==> src/pkg/dmioc_consts.vh <==
// Constants for the mixed digital I/O and counter unit
`ifndef DMIOC_CONSTS_VH
`define DMIOC_CONSTS_VH
// ----------------------------------------
// Clock and time base
// ----------------------------------------
`define DMIOC_CLK_MHZ 100
`define DMIOC_TICK_US 100
`define DMIOC_TICK_CYCLES (`DMIOC_TICK_US * `DMIOC_CLK_MHZ)
`define DMIOC_GATE_REF_US 1
`define DMIOC_GATE_REF_CYCLES (`DMIOC_GATE_REF_US * `DMIOC_CLK_MHZ)
`define DMIOC_FAULT_US 10
`define DMIOC_FAULT_CYCLES (`DMIOC_FAULT_US * `DMIOC_CLK_MHZ)
`define DMIOC_SAMPLE_OFFSET 16
// ----------------------------------------
// Filter and gate limits
// ----------------------------------------
`define DMIOC_DELAY_MAX 8'hFA
`define DMIOC_GATE_SAT 16'hFFFF
// ----------------------------------------
// Register offsets
// ----------------------------------------
`define DMIOC_OFS_INPUT 14'h0000
`define DMIOC_OFS_OUTPUT 14'h0002
`define DMIOC_OFS_COUNT1 14'h0004
`define DMIOC_OFS_COUNT2 14'h0006
`define DMIOC_OFS_RAW 14'h000A
`define DMIOC_OFS_DIR 14'h0010
`define DMIOC_OFS_FILTER 14'h0012
`define DMIOC_OFS_CCFG1 14'h0014
`define DMIOC_OFS_CCFG2 14'h0016
`define DMIOC_OFS_LATCH 14'h001A
`define DMIOC_OFS_ACK 14'h001C
`define DMIOC_OFS_FAULT 14'h001E
`define DMIOC_OFS_SUPPLY 14'h2004
// ----------------------------------------
// Counter config fields and reset values
// ----------------------------------------
`define DMIOC_CCFG_GATE_BIT 0
`define DMIOC_CCFG_CLR_BIT 5
`define DMIOC_RST_BYTE 8'h00
`define DMIOC_RST_WORD 16'h0000
`endif

==> src/rtl/dmioc_unit.v <==
// Eight-channel mixed digital I/O with filter, edge latch, counters and monitoring
`timescale 1ns/1ps
// ----------------------------------------
// Summary of operation
// Eight channels, each set as input or output by a direction mask.
// Unfiltered inputs snapshot at a fixed offset after each network cycle mark.
// Filtered inputs snapshot at the same fixed offset in the same cycle.
// Filter runs on a free local 200 us sample base, not the network.
// Each input has its own filter dropping pulses shorter than the delay.
// Delay setting counts in 100 us units.
// Software should program even delay values only.
// Delay 0 bypasses the filter; values above 250 act as 250.
// Rising edges per input latch into a flag at 200 us resolution.
// Latch is reset-dominant: acknowledge beats a simultaneous edge.
// Host clears latches by setting matching bits in the acknowledge byte.
// Two counter channels, each event counter or gate measurement.
// Event mode counts every falling edge of the counter input.
// Event count snapshot at the fixed offset in the network cycle.
// Gate mode times rising to falling edge with an internal reference.
// Gate time beyond range reads as FFFF.
// Finished gate time moves to the result register on the falling edge.
// Gate input must stay low over 100 us between measurements.
// Gate mode on one channel only; channel 1 wins if both set.
// Each output compares its pin state against the driven target.
// A change of commanded output state clears that channel's monitor.
// One status bit per output: 0 healthy, 1 short or overload.
// Any monitor status change raises an unsolicited error event.
// Supply flag 0 inside 18-30 V window, 1 outside it.
// One 100 us tick drives sampling; inputs sampled every second tick.
// Event counter is 16 bits, wraps, cleared by reset.
// ----------------------------------------
`include "dmioc_consts.vh"

module dmioc_unit #(
  parameter NCH = 8,
  parameter TICK_CYCLES = `DMIOC_TICK_CYCLES,
  parameter GATE_REF_CYCLES = `DMIOC_GATE_REF_CYCLES,
  parameter FAULT_CYCLES = `DMIOC_FAULT_CYCLES,
  parameter SAMPLE_OFFSET = `DMIOC_SAMPLE_OFFSET
) (
  input wire clk,
  input wire sys_rst,
  input wire [13:0] reg_addr,
  input wire [15:0] reg_wdata,
  input wire reg_wr,
  input wire reg_rd,
  output reg [15:0] reg_rdata,
  input wire net_cycle_mark,
  input wire [NCH-1:0] io_pin_in,
  output wire [NCH-1:0] io_pin_out,
  output wire [NCH-1:0] io_pin_oe,
  input wire supply_under,
  input wire supply_over,
  output reg fault_event
);

  // ----------------------------------------
  // Pin synchronisers
  // ----------------------------------------
  // Pins and supply comparators are asynchronous: two stages first
  reg [NCH-1:0] pin_meta;
  reg [NCH-1:0] pin_sync;
  reg [1:0] sup_meta;
  reg [1:0] sup_sync;
  always @(posedge clk) begin
    if (sys_rst) begin
      pin_meta <= {NCH{1'b0}};
      pin_sync <= {NCH{1'b0}};
      sup_meta <= 2'b00;
      sup_sync <= 2'b00;
    end else begin
      pin_meta <= io_pin_in;
      pin_sync <= pin_meta;
      sup_meta <= {supply_over, supply_under};
      sup_sync <= sup_meta;
    end
  end

  // ----------------------------------------
  // Software registers
  // ----------------------------------------
  reg [NCH-1:0] channel_direction_mask;
  reg [NCH-1:0] out_target;
  reg [7:0] filter_delay;
  reg [7:0] ccfg1;
  reg [7:0] ccfg2;
  reg [NCH-1:0] edge_capture_ack;
  always @(posedge clk) begin
    if (sys_rst) begin
      channel_direction_mask <= {NCH{1'b0}};
      out_target <= {NCH{1'b0}};
      filter_delay <= `DMIOC_RST_BYTE;
      ccfg1 <= `DMIOC_RST_BYTE;
      ccfg2 <= `DMIOC_RST_BYTE;
      edge_capture_ack <= {NCH{1'b0}};
    end else if (reg_wr) begin
      case (reg_addr)
        `DMIOC_OFS_DIR: channel_direction_mask <= reg_wdata[NCH-1:0];
        `DMIOC_OFS_OUTPUT: out_target <= reg_wdata[NCH-1:0];
        `DMIOC_OFS_FILTER: filter_delay <= reg_wdata[7:0];
        `DMIOC_OFS_CCFG1: ccfg1 <= reg_wdata[7:0];
        `DMIOC_OFS_CCFG2: ccfg2 <= reg_wdata[7:0];
        `DMIOC_OFS_ACK: edge_capture_ack <= reg_wdata[NCH-1:0];
        // Read-only offsets land here and are ignored
        default: ccfg1 <= ccfg1;
      endcase
    end
  end

  // ----------------------------------------
  // Pin drivers
  // ----------------------------------------
  // Next-state view lets the drive flop update on the write edge itself
  wire wr_dir = reg_wr & (reg_addr == `DMIOC_OFS_DIR);
  wire wr_out = reg_wr & (reg_addr == `DMIOC_OFS_OUTPUT);
  wire [NCH-1:0] next_mask = wr_dir ? reg_wdata[NCH-1:0] : channel_direction_mask;
  wire [NCH-1:0] next_target = wr_out ? reg_wdata[NCH-1:0] : out_target;
  reg [NCH-1:0] pin_drive;
  // Registered drive keeps the pad free of gating glitches
  always @(posedge clk) begin
    if (sys_rst)
      pin_drive <= {NCH{1'b0}};
    else
      pin_drive <= next_target & next_mask;
  end
  // Outputs drive only where the mask selects output
  assign io_pin_out = pin_drive;
  assign io_pin_oe = channel_direction_mask;

  // ----------------------------------------
  // Local time base
  // ----------------------------------------
  reg [31:0] tick_cnt;
  reg tick_phase;
  wire tick = (tick_cnt == TICK_CYCLES - 1);
  // Every second tick gives the 200 us filter and latch grid
  wire sample_tick = tick & tick_phase;
  always @(posedge clk) begin
    if (sys_rst) begin
      tick_cnt <= 32'h00000000;
      tick_phase <= 1'b0;
    end else begin
      tick_cnt <= tick ? 32'h00000000 : tick_cnt + 32'h00000001;
      if (tick)
        tick_phase <= ~tick_phase;
    end
  end

  // Clamped delay, counted in 100 us ticks
  wire [7:0] delay_eff = (filter_delay > `DMIOC_DELAY_MAX) ? `DMIOC_DELAY_MAX
                         : filter_delay;

  // ----------------------------------------
  // Per-channel filter, latch and output monitor
  // ----------------------------------------
  reg [NCH-1:0] filt_state;
  reg [NCH-1:0] filt_prev;
  reg [NCH-1:0] edge_capture_flag;
  reg [NCH-1:0] output_fault_flag;
  reg [NCH-1:0] target_prev;
  genvar g;
  generate
    for (g = 0; g < NCH; g = g + 1) begin : g_ch
      reg [7:0] stab;
      reg [31:0] mis_cnt;
      // Step of two per sample, as the delay counts 100 us units
      wire [8:0] stab_next = {1'b0, stab} + 9'h002;
      wire mismatch = channel_direction_mask[g] & (pin_sync[g] != out_target[g]);
      always @(posedge clk) begin
        if (sys_rst) begin
          stab <= 8'h00;
          filt_state[g] <= 1'b0;
          filt_prev[g] <= 1'b0;
        end else if (delay_eff == 8'h00) begin
          stab <= 8'h00;
          filt_state[g] <= pin_sync[g];
          if (sample_tick)
            filt_prev[g] <= filt_state[g];
        end else if (sample_tick) begin
          filt_prev[g] <= filt_state[g];
          if (pin_sync[g] == filt_state[g]) begin
            stab <= 8'h00;
          end else if (stab_next >= {1'b0, delay_eff}) begin
            stab <= 8'h00;
            filt_state[g] <= pin_sync[g];
          end else begin
            stab <= stab_next[7:0];
          end
        end
      end

      // Reset-dominant edge capture
      always @(posedge clk) begin
        if (sys_rst)
          edge_capture_flag[g] <= 1'b0;
        else if (edge_capture_ack[g])
          edge_capture_flag[g] <= 1'b0;
        else if (sample_tick & filt_state[g] & ~filt_prev[g])
          edge_capture_flag[g] <= 1'b1;
      end

      // Output monitor: mismatch must persist before a fault is flagged
      always @(posedge clk) begin
        if (sys_rst) begin
          mis_cnt <= 32'h00000000;
          output_fault_flag[g] <= 1'b0;
          target_prev[g] <= 1'b0;
        end else begin
          target_prev[g] <= out_target[g];
          if (target_prev[g] != out_target[g] || !mismatch) begin
            mis_cnt <= 32'h00000000;
            if (target_prev[g] != out_target[g])
              output_fault_flag[g] <= 1'b0;
          end else if (mis_cnt == FAULT_CYCLES - 1) begin
            output_fault_flag[g] <= 1'b1;
          end else begin
            mis_cnt <= mis_cnt + 32'h00000001;
          end
        end
      end
    end
  endgenerate

  // ----------------------------------------
  // Fault change notification
  // ----------------------------------------
  reg [NCH-1:0] fault_seen;
  always @(posedge clk) begin
    if (sys_rst) begin
      fault_seen <= {NCH{1'b0}};
      fault_event <= 1'b0;
    end else begin
      fault_seen <= output_fault_flag;
      fault_event <= |(fault_seen ^ output_fault_flag);
    end
  end

  // ----------------------------------------
  // Counter channels
  // ----------------------------------------
  // Counter inputs are channels 1 and 2; gate mode only on one channel
  wire gate_on1 = ccfg1[`DMIOC_CCFG_GATE_BIT];
  wire gate_on2 = ccfg2[`DMIOC_CCFG_GATE_BIT] & ~gate_on1;
  wire [1:0] gate_on = {gate_on2, gate_on1};
  // Clear bit holds the counter at zero while it stays set
  wire [1:0] clr_req = {ccfg2[`DMIOC_CCFG_CLR_BIT], ccfg1[`DMIOC_CCFG_CLR_BIT]};
  reg [1:0] cnt_prev;
  reg [31:0] ref_cnt;
  wire ref_tick = (ref_cnt == GATE_REF_CYCLES - 1);
  reg [15:0] event_cnt [0:1];
  reg [15:0] gate_run [0:1];
  reg [15:0] gate_result [0:1];
  always @(posedge clk) begin
    if (sys_rst) begin
      ref_cnt <= 32'h00000000;
      cnt_prev <= 2'b00;
    end else begin
      ref_cnt <= ref_tick ? 32'h00000000 : ref_cnt + 32'h00000001;
      cnt_prev <= pin_sync[1:0];
    end
  end

  generate
    for (g = 0; g < 2; g = g + 1) begin : g_cnt
      wire fall = cnt_prev[g] & ~pin_sync[g];
      wire rise = ~cnt_prev[g] & pin_sync[g];
      always @(posedge clk) begin
        if (sys_rst) begin
          event_cnt[g] <= `DMIOC_RST_WORD;
          gate_run[g] <= `DMIOC_RST_WORD;
          gate_result[g] <= `DMIOC_RST_WORD;
        end else if (clr_req[g]) begin
          event_cnt[g] <= `DMIOC_RST_WORD;
          gate_run[g] <= `DMIOC_RST_WORD;
          gate_result[g] <= `DMIOC_RST_WORD;
        end else if (!gate_on[g]) begin
          // Free wrap; software takes differences across snapshots
          if (fall)
            event_cnt[g] <= event_cnt[g] + 16'h0001;
        end else begin
          if (rise)
            gate_run[g] <= `DMIOC_RST_WORD;
          else if (pin_sync[g] & ref_tick & gate_run[g] != `DMIOC_GATE_SAT)
            gate_run[g] <= gate_run[g] + 16'h0001;
          // Result holds the last finished gate until the next fall
          if (fall)
            gate_result[g] <= gate_run[g];
        end
      end
    end
  endgenerate

  // ----------------------------------------
  // Network-cycle snapshot
  // ----------------------------------------
  // Fixed delay from the cycle mark keeps snapshot timing deterministic
  reg [15:0] ofs_cnt;
  reg ofs_run;
  wire snap = ofs_run & (ofs_cnt == SAMPLE_OFFSET - 1);
  // Snapshots hold until the next frame so late reads stay consistent
  reg [NCH-1:0] snap_raw;
  reg [NCH-1:0] snap_filt;
  reg [15:0] snap_cnt1;
  reg [15:0] snap_cnt2;
  always @(posedge clk) begin
    if (sys_rst) begin
      ofs_cnt <= 16'h0000;
      ofs_run <= 1'b0;
      snap_raw <= {NCH{1'b0}};
      snap_filt <= {NCH{1'b0}};
      snap_cnt1 <= `DMIOC_RST_WORD;
      snap_cnt2 <= `DMIOC_RST_WORD;
    end else begin
      if (net_cycle_mark) begin
        ofs_run <= 1'b1;
        ofs_cnt <= 16'h0000;
      end else if (snap) begin
        ofs_run <= 1'b0;
      end else if (ofs_run) begin
        ofs_cnt <= ofs_cnt + 16'h0001;
      end
      if (snap) begin
        snap_raw <= pin_sync;
        snap_filt <= filt_state;
        snap_cnt1 <= gate_on1 ? gate_result[0] : event_cnt[0];
        snap_cnt2 <= gate_on2 ? gate_result[1] : event_cnt[1];
      end
    end
  end

  // ----------------------------------------
  // Read port
  // ----------------------------------------
  // Held in a flop like every other read source
  reg supply_window_flag;
  always @(posedge clk) begin
    if (sys_rst)
      supply_window_flag <= 1'b0;
    else
      supply_window_flag <= sup_sync[0] | sup_sync[1];
  end
  reg [15:0] next_rdata;
  always @* begin
    next_rdata = 16'h0000;
    case (reg_addr)
      `DMIOC_OFS_INPUT: next_rdata[NCH-1:0] = snap_filt;
      `DMIOC_OFS_RAW: next_rdata[NCH-1:0] = snap_raw;
      `DMIOC_OFS_OUTPUT: next_rdata[NCH-1:0] = out_target;
      `DMIOC_OFS_COUNT1: next_rdata = snap_cnt1;
      `DMIOC_OFS_COUNT2: next_rdata = snap_cnt2;
      `DMIOC_OFS_DIR: next_rdata[NCH-1:0] = channel_direction_mask;
      `DMIOC_OFS_FILTER: next_rdata[7:0] = filter_delay;
      `DMIOC_OFS_CCFG1: next_rdata[7:0] = ccfg1;
      `DMIOC_OFS_CCFG2: next_rdata[7:0] = ccfg2;
      `DMIOC_OFS_LATCH: next_rdata[NCH-1:0] = edge_capture_flag;
      `DMIOC_OFS_ACK: next_rdata[NCH-1:0] = edge_capture_ack;
      `DMIOC_OFS_FAULT: next_rdata[NCH-1:0] = output_fault_flag;
      `DMIOC_OFS_SUPPLY: next_rdata[0] = supply_window_flag;
      // Unmapped offsets read as zero so probing is harmless
      default: next_rdata = 16'h0000;
    endcase
  end

  // Read data stands one cycle only; idle cycles return zero
  always @(posedge clk) begin
    if (sys_rst)
      reg_rdata <= 16'h0000;
    else if (reg_rd)
      reg_rdata <= next_rdata;
    else
      reg_rdata <= 16'h0000;
  end

endmodule // dmioc_unit

==> config.mk <==
export PLATFORM = sky130hd
export DESIGN_NAME = dmioc_unit
export DESIGN_NICKNAME = d
export VERILOG_FILES = /design/src/rtl/dmioc_unit.v
export VERILOG_INCLUDE_DIRS = /design/src /design/src/pkg
export SDC_FILE = /design/constraint.sdc
export NUM_CORES = 1
export LEC_CHECK = 0
export BUFFER_PORTS_ARGS = -buffer_cell sky130_fd_sc_hd__buf_4
export CAP_MARGIN = 30
export CORE_UTILIZATION = 35
export DETAILED_ROUTE_END_ITERATION = 12
export MAX_ROUTING_LAYER = met4
export PLACE_DENSITY = 0.55
export SETUP_SLACK_MARGIN = 0.05
export SLEW_MARGIN = 20
export SYNTH_ARGS = -nofsm -noshare
export SYNTH_HDL_FRONTEND = slang
export SYNTH_SLANG_ARGS = --single-unit
export TNS_END_PERCENT = 20
==> constraint.sdc <==
create_clock -name clk -period 3.5 [get_ports clk]
set_input_delay 0.35 -clock clk [delete_from_list [all_inputs] [get_ports clk]]
set_output_delay 0.35 -clock clk [all_outputs]
set_load 0.01 [all_outputs]
== Word level (Yosys, flattened, before mapping) ==
Memories as Yosys holds them, arrays and structs flattened.
Cells that the tools add are included.
W data, S select, Z words.

* Add/sub/neg operators: 23
* Multiply operators: 0
* Div/mod/pow operators: 0
* $lt $le $gt $ge: 9
* Equality and inequality tests: 65
* Shift-type cells: 0
* Multiplexer cells: 144
* Bitwise gates (word level): 70
* Reduce and logical (&&, ||, !) cells: 81

{| class="wikitable"
|+ Operator list
! operator !! count
|-
| $add A32 B1 Y32 const B || 10
|-
| $eq A32 B10 Y1 const B || 8
|-
| $mux W16 || 16
|-
| $mux W8 || 19
|-
| $mux W1 || 106
|-
| $eq A14 B5 Y1 const B || 7
|-
| $pmux W7 S12 || 1
|-
| $add A16 B1 Y16 const B || 5
|-
| $add A8 B2 Y9 const B || 8
|-
| $ge A9 B8 Y1 || 8
|-
| $reduce_or A2 Y1 || 21
|-
| $and A1 B1 Y1 || 37
|-
| $reduce_bool A2 Y1 || 18
|-
| $eq A32 B14 Y1 const B || 1
|-
| $eq A32 B7 Y1 const B || 1
|-
| $ne A16 B16 Y1 const B || 2
|-
| $reduce_and A2 Y1 || 15
|-
| $eq A14 B3 Y1 const B || 2
|-
| $ne A2 B2 Y1 const B || 14
|-
| $reduce_and A3 Y1 || 8
|-
| $eq A16 B4 Y1 const B || 1
|-
| $ne A1 B1 Y1 || 16
|-
| $not A1 Y1 || 16
|-
| $pmux W8 S2 || 1
|-
| 15 further kinds || 51
|}

* Register bits: 594
* Latch bits: 0
* RAM bits: 96
* Bits in read-only memories: 0
* Output and inout port bits: 33
* Word-level logic and storage cells: 476
* Memories kept: 3

{| class="wikitable"
|+ Memory list
! name !! words !! width !! rd ports !! clocked after Yosys merged registers in !! wr ports !! line !! text
|-
| event_cnt || 2 || 16 || 2 || 0 || 2 || dmioc_unit.v:250 || <nowiki>reg [15:0] event_cnt [0:1];</nowiki>
|-
| gate_result || 2 || 16 || 2 || 0 || 2 || dmioc_unit.v:252 || <nowiki>reg [15:0] gate_result [0:1];</nowiki>
|-
| gate_run || 2 || 16 || 2 || 0 || 2 || dmioc_unit.v:251 || <nowiki>reg [15:0] gate_run [0:1];</nowiki>
|}

== Logic depth before layout (Yosys ltp) ==
Gate-level depths: netlist of the first run.

* Word-level depth: 10
* Gate-level depth with buffers: 12

== Least setup slack after synthesis of the first run ==
Ideal clock, no wire load.

* Path type: register to register
* From: register filter_delay[3]
* To: register g_ch[0].stab[1]
* Setup time: 0.070 ns
* Arrival time: 2.710 ns
* Required time: 3.430 ns
* Slack: 0.719 ns
* Stages on the path, launching flop included: 12
* Period minus slack after synthesis: 2.781 ns
* Path through: dfxtp_1 > clkbuf_1 > nand2_1 > o21ai_0 > ha_1 > nor2_1 > nor2_1 > o22a_1 > o31ai_1 > clkbuf_1 > nand3_1 > a21oi_1

* Longest elaborated chain between the ends: 5
* Elaborated cells on any way between the ends: 7

{| class="wikitable"
|+ Ends and longest elaborated chain
! what !! line !! text
|-
| start: declaration || dmioc_unit.v:84 || <nowiki>reg [7:0] filter_delay;</nowiki>
|-
| start signal: assignment || dmioc_unit.v:92 || <nowiki>filter_delay <= `DMIOC_RST_BYTE;</nowiki>
|-
| start signal: assignment || dmioc_unit.v:100 || <nowiki>`DMIOC_OFS_FILTER: filter_delay <= reg_wdata[7:0];</nowiki>
|-
| $gt A8 B8 Y1 (no line) || n/a ||
|-
| $mux W8 (*) || dmioc_unit.v:150 || <nowiki>wire [7:0] delay_eff = (filter_delay > `DMIOC_DELAY_MAX) ? `DMIOC_DELAY_MAX</nowiki>
|-
| $ge A9 B8 Y1 || dmioc_unit.v:183 || <nowiki>end else if (stab_next >= {1'b0, delay_eff}) begin</nowiki>
|-
| $mux W8 || dmioc_unit.v:183 ||
|-
| $mux W8 || dmioc_unit.v:181 || <nowiki>if (pin_sync[g] == filt_state[g]) begin</nowiki>
|-
| end signal: assignment || dmioc_unit.v:187 || <nowiki>stab <= stab_next[7:0];</nowiki>
|-
| end: declaration || dmioc_unit.v:164 || <nowiki>reg [7:0] stab;</nowiki>
|}

Every way passes the cells marked *; elsewhere a longest branch is shown, timed or not.
A chain may end at the register's enable or synchronous reset.

== Worst setup path in the final report of the first run ==
* From: register g_ch[4].stab[1]
* To: register g_ch[4].stab[2]

* Longest elaborated chain between the ends: 4

{| class="wikitable"
|+ Ends and longest elaborated chain
! what !! line !! text
|-
| start: declaration || dmioc_unit.v:164 ||
|-
| start signal: assignment || dmioc_unit.v:187 ||
|-
| $add A8 B2 Y9 (*) || dmioc_unit.v:167 || <nowiki>wire [8:0] stab_next = {1'b0, stab} + 9'h002;</nowiki>
|-
| $ge A9 B8 Y1 || dmioc_unit.v:183 ||
|-
| $mux W8 (*) || dmioc_unit.v:183 ||
|-
| $mux W8 (*) || dmioc_unit.v:181 ||
|}

Marked as above.

==> impl_metrics.yaml, run 1 <==
sta:
  period_minus_slack_ns: 3.00
  drv_slew: 0
  hold_viol_final: 0
  maxSlewHeadroom: 0.348
  tns_ns: 0
  timing.fmax_ghz: 0.333
  worst_slack_ns: 0.500
  tightestPinTransition_ns: 0.969
  setup_viol: 0
  rsz0062_at_grt: "no"
  fin_crit_sh: 0.857
  finalClockSkew_ns: 0.0393
global_routing:
  grt_max_degree: 81
  grt_pass1_wl_mm: 128
  overflow: 0
  grt_pass1_vias: 23969
  track_usage: 0.174
  antenna_found_initial: 5
worst_setup_path:
  arrival_ns: 3.55
  required_ns: 4.05
  cp_max_fo: 8
  end_kind: "register"
  critPathKind: "register to register"
  start_kind: "register"
floorplan:
  core_area_um2: 90300
  rows: 110
  die_h_um: 305
  top_level_ports: 78
  start_util: 0.355
  die_area_um2: 92800
  die_x_um: 305
synthesis:
  yosys.area.top_type: "dfxtp_1"
  yosys.area.top_type_share: 0.366
  yosysSeqAreaShare: 0.456
  synthesis.nets: 3796
  synth.area.top_cells: "dfxtp_1, edfxtp_1, nor2_1, xor2_1, xnor2_1"
  avgSynthCellArea_um2: 8.71
  ys_seq_elements: 682
  postSynth.asyncResetShare: 0
  synth_edf_count: 96
  synth-main-ff-cell: "dfxtp_1"
  ys_warn_count: 0
  syn-cell-area_um2: 32000
  synth_cells: 3679
  yosysUniqueCellTypes: 71
cells_and_area:
  drive_gt1_frac: 0.0763
  fillers: 9096
  register_area_um2: 14600
  nets: 3868
  final_area_um2: 36800
  multi_input_area_um2: 16600
  area.growth.synth_to_final_pct: 14.8
cts:
  cts.sinks: 682
  h-tree-depth: 3
  postCtsSetupRepairBufs: 0
  clk_pin_slew_worst_paths_ns: 0.06
  cts_tree: "yes"
  postCtsResizedCells: 0
  clock_path_buffers: 3
  root_buffer: "clkbuf_16"
  cts_made_buffers: 80
  clock_latency_ns: 0.65
placed_design:
  gp_congestion: 0.887
  post_dp_cell_area_um2: 34000
  portBuffers: 69
  pre_cts_ws_ns: 0.504
  post-dp-hpwl_mm: 54.3
status:
  outcome: "completed"
routing:
  drt-initial-drc-count: 1707
  num_vias: 25635
  vias_per_cell: 5.13
  finalWirelength_mm: 79.4
  wl_per_cell_um: 15.9
  ant_nets: 0
  drc: 0
  firstDrtPassIters: 8
power:
  p_leak_uw: 0.0122
  power.density_nw_per_um2: 457
  seqPwrFrac: 0.480
  p_clk_frac: 0.503
  internal_power_uw: 13100
  ir_drop_v: 0.000353
  switching_share: 0.220
  pwr-share-comb: 0.017
  netSwitchingPower_uw: 3690
flow_run:
  maxCapViolations: 0
worst_hold_path:
  hp-class: "input port to register"
power groups by stage:
stage          clock, µW  sequential (µW)  combinational [µW]
2_1_floorplan          0             8210                 168
3_3_place_gp           0             8240                 277
3_5_place_dp           0             8240                 276
4_1_cts             8720             8070                 290
5_1_grt             9030             8070                 316
6_report            8440             8070                 288
worst paths after layout:
check | from | depth (start not counted) | slack (ns) | to
hold reg to reg | sup_meta[0] | 1 | 0.43 | sup_sync[0]
setup / recovery | g_ch[4].stab[1] | 10 | 0.50 | g_ch[4].stab[2]
setup reg to reg | g_ch[4].stab[1] | 10 | 0.50 | g_ch[4].stab[2]
hold / removal | io_pin_in[4] | 2 | 0.03 | pin_meta[4]
metrics by stage:
step | utilization | hold slack (ns) | total power [µW] | instances
global route | 0.407 | 0.00413 | 17400 | 4991
global placement | 0.376 | 0.419 | 8510 | 4832
detailed placement | 0.376 | 0.424 | 8510 | 4832
CTS | 0.407 | 0.000876 | 17100 | 4989
floorplan | - | 0.411 | 8380 | 3679
finish | 0.407 | 0.0282 | 16800 | 4995
flip-flops by register name (all words and copies together) (netlist names), 32 cells and up:
name and flops:
event_cnt 32, g_ch.stab 56, tick_cnt 32, g_ch.mis_cnt 256
ref_cnt 32, gate_result 32, gate_run 32
cells in the final DEF (no fill, tap or decap), drive strengths merged, types with 85 or more instances in the layout:
cell	n
nor4	85
xnor2	183
nor2	538
o21ai	108
a21oi	180
nand3	225
nor3	95
edfxtp	96
nand4	91
xor2	201
buf	127
clkbuf	111
nand2	349
dfxtp	586
and3	85
critical path: stages, from the launching register on:
cell,delay [ns]
dfxtp_1,0.46
nand3_1,0.19
or2_2,0.38
xnor2_1,0.14
ha_1,0.29
a21o_1,0.17
a21oi_1,0.12
o21ai_0,0.12
a211oi_1,0.75
nand3_1,0.15
a21oi_1,0.17
final cells by class:
cell class              count  area share
clock buffers             111      0.0615
multi-input cells        2767       0.451
clock inverters            33      0.0116
well taps                1176      0.0400
flip-flops and latches    682       0.397
inverters                  80     0.00816
repair buffers            140      0.0302
diodes                      6    0.000408
cells by family after synthesis:
logic type      Yosys count  share of synthesized area
simple gates           1778                      0.274
flops                   682                      0.456
compound gates          457                     0.0857
xor+xnor                384                      0.105
buf+inv                 230                     0.0274
mux                      74                     0.0235
fa+ha+maj                74                     0.0287
repair_timing:
action                                  4_1_cts  5_1_grt
hold buffers                                 13        0
endpoints found under the hold margin        20        0
endpoints found under the setup margin        0        0
routing by layer:
layer	up-vias	GRT usage	wire length [µm]
li1	13018	-	-
met1	12036	0.239	38900
met2	455	0.258	34100
met3	126	0.0320	4410
met4	0	0.0536	2050
met5	-	-	0
cells in the mapped netlist, types with 8 or more instances:
cell type and n:
a211oi_1 40, a21o_1 12, a21oi_1 180, a22oi_1 33
a31oi_1 28, and2_1 55, and3_1 85, and4_1 37
buf_1 10, buf_2 12, clkbuf_1 128, dfxtp_1 586
edfxtp_1 96, ha_1 72, inv_1 80, mux2_2 9
mux2i_1 65, nand2_1 349, nand2b_1 27, nand3_1 224
nand3b_1 12, nand4_1 90, nor2_1 538, nor2b_1 57
nor3_1 90, nor3b_1 8, nor4_1 81, nor4b_1 13
o21ai_0 108, o22ai_1 9, or2_2 12, or3_1 65
or4_1 13, xnor2_1 183, xor2_1 201
Power figures use the tool's default switching activity.
==> run 2, diff against run 1 <==
--- a/config.mk
+++ b/config.mk
@@ -6,6 +6,7 @@
 export SDC_FILE = /design/constraint.sdc
 export NUM_CORES = 1
 export LEC_CHECK = 0
+export ABC_AREA = 1
 export BUFFER_PORTS_ARGS = -buffer_cell sky130_fd_sc_hd__buf_4
 export CAP_MARGIN = 30
 export CORE_UTILIZATION = 35
==> run 2 against run 1 <==
Cell count grew 23%. Non-clock buffer count shrank 21. Sequential share of layout area down 2.1 points. Setup slack better by 0.34 ns. Largest power group unchanged. First-iteration DRC count up 12%. Die area is 5.6% higher. Clock-buffer cell count grew 7. Clock power up 2%. Final area increased by 5.5%. Critical endpoint is now g_ch[0].stab[2]. Combinational power rose by 8.0%. Global-route usage is 1.1 points higher.
==> impl_metrics.yaml, run 2 <==
routing:
  routed-wl-met3_mm: 4.51
  firstDrtPassIters: 5
  wl_met2_mm: 37.7
  drt-initial-drc-count: 1917
  vias_per_cell: 4.89
  wl_per_cell_um: 14.5
  finalWirelength_mm: 88.9
  drc: 0
  top_layer_used: "met4"
  ant_nets: 0
  num_vias: 29996
  wl_met1_mm: 44.6
sta:
  worst_slack_ns: 0.840
  fin_crit_sh: 0.760
  tns_ns: 0
  rsz0062_at_grt: "no"
  finalClockSkew_ns: 0.0205
  maxSlewHeadroom: 0.484
  period_minus_slack_ns: 2.66
  holdWs_ns: 0.0972
  tightestPinTransition_ns: 0.771
  hold_viol_final: 0
  setup_viol: 0
  drv_slew: 0
  timing.fmax_ghz: 0.376
cells_and_area:
  drive_gt1_frac: 0.0681
  mostFrequentLayoutCells: "nand2_1, inv_1, nor2_1, dfxtp_1, a21oi_1"
  final_common_cell: "nand2_1"
  top_register: "g_ch.mis_cnt"
  reg_top3: "g_ch.mis_cnt (256), g_ch.stab (56)"
  area.growth.synth_to_final_pct: 14.6
  stdcell_count: 6131
  largest_reg_flops: 256
  nets: 4911
placed_design:
  dp.cells: 5965
  post-dp-hpwl_mm: 64.4
  gp_congestion: 0.891
  pre_cts_ws_ns: 0.594
  portBuffers: 69
synthesis:
  synth-main-ff-cell: "dfxtp_1"
  yosys.area.top_type: "dfxtp_1"
  yosys.area.top_type_share: 0.347
  synth_edf_count: 96
  ys_warn_count: 0
  synth.area.top_cells: "dfxtp_1, nand2_1, edfxtp_1, inv_1, nor2_1"
  yosysSeqAreaShare: 0.432
  ys_seq_elements: 682
  yosysMostFrequentCell: "nand2_1"
  synth_cells: 4681
  synthesis.nets: 4798
  synthTopCellsByCount: "nand2_1, inv_1, nor2_1"
  syn-cell-area_um2: 33900
  postSynth.asyncResetShare: 0
  yosysUniqueCellTypes: 61
  avgSynthCellArea_um2: 7.23
worst_setup_path:
  crit_top_cell: "nand2_1"
  start_kind: "register"
  regToRegSetupSlack_ns: 0.84
  cpPeakStageDelay_ns: 0.43
  crit_path_cell_trace: "inv_1 -> nand2_1 -> nand3_1 -> nand2_1 -> ha_1 -> a21oi_1 -> o21a_1 -> nor2_1 -> nor2_1 -> nand2_1 -> nor2_4 -> nand2_1 -> a21oi_1"
  critical-path-slowest-cell: "ha_1"
  cp_max_fo: 11
  critPathKind: "register to register"
  arrival_ns: 3.23
  rr_worst_depth: 13
  setup.worst_path.start: "filter_delay[2]"
  end_kind: "register"
  worst_r2r_startpoint: "filter_delay[2]"
  endpoint: "g_ch[0].stab[2]"
  r2r_end: "g_ch[0].stab[2]"
  required_ns: 4.07
floorplan:
  top_level_ports: 78
  start_util: 0.355
  die_h_um: 313
  die_area_um2: 98000
  rows: 113
  die_x_um: 313
  core_area_um2: 95400
power:
  power.density_nw_per_um2: 438
  power_uw: 17000
  ir_drop_v: 0.000300
  p_leak_uw: 0.0146
cts:
  cts.sinks: 682
  clock_path_buffers: 3
  postCtsSetupRepairBufs: 0
  cts_tree: "yes"
  cts_made_buffers: 81
  clock_latency_ns: 0.65
  root_buffer: "clkbuf_16"
  h-tree-depth: 3
  clk_pin_slew_worst_paths_ns: 0.06
global_routing:
  antenna_found_initial: 7
  grt_max_degree: 62
  grt_pass1_wl_mm: 145
  overflow: 0
  track_usage: 0.185
  grt_pass1_vias: 28345
status:
  outcome: "completed"
worst_hold_path:
  hp-class: "input port to register"
flow_run:
  maxCapViolations: 0
run 2: cell families after synthesis:
family	share of synthesized area
compound gates	0.130
xor+xnor	0.0300
fa+ha+maj	0.0266
buf+inv	0.0883
flops	0.432
mux	0.00118
simple gates	0.292
run 2: area by class of cell:
cell class	instances	area, µm²
fillers	9964	56600
multi-input cells	3211	16300
flip-flops and latches	682	14600
inverters	699	2620
clock buffers	118	2420
well taps	1265	1580
repair buffers	119	953
clock inverters	32	323
diodes	5	12.5
run 2: power by group:
part | internal, µW | leakage, µW | switching [µW] | total (µW)
Sequential | 8000 | 0.00572 | 50.5 | 8050
Combinational | 96.5 | 0.00748 | 214 | 311
Clock | 5120 | 0.00136 | 3500 | 8620
Total | 13200 | 0.0146 | 3760 | 17000
run 2: layer usage:
layer	vias to the layer above	global-route usage
met5	-	-
met4	0	0.0553
met3	130	0.0313
met2	505	0.276
met1	13604	0.255
li1	15757	-
run 2: timing repair:
action                                 4_1_cts  5_1_grt
hold buffers                                11        0
endpoints found under the hold margin       11        0
gates resized for setup                      0        0
run 2: per-stage QoR:
stage / instance area (µm²) / util
2_1_floorplan: 33900 / -
3_3_place_gp: 35900 / 0.376
3_5_place_dp: 35900 / 0.376
4_1_cts: 38800 / 0.406
5_1_grt: 38800 / 0.407
6_report: 38800 / 0.407
run 2: worst min-delay path by stage:
stage	from	to	cells past startpoint
finish	reg_wdata[5]	edge_capture_ack[5]	3
CTS	reg_wdata[5]	edge_capture_ack[5]	3
floorplan	pin_meta[0]	pin_sync[0]	2
global placement	sup_meta[1]	sup_sync[1]	2
global route	reg_wdata[5]	ccfg1[5]	3
detailed placement	pin_meta[3]	pin_sync[3]	2
run 2: critical path: cells and delay by family, from the launching register on:
family,cells,cell delay (ns)
adder cells (fa/ha/maj),1,0.43
AND/OR/NAND/NOR,8,1.37
flip-flops,1,0.31
AO/OA/AOI/OAI,3,0.37
buffers and inverters,1,0.14
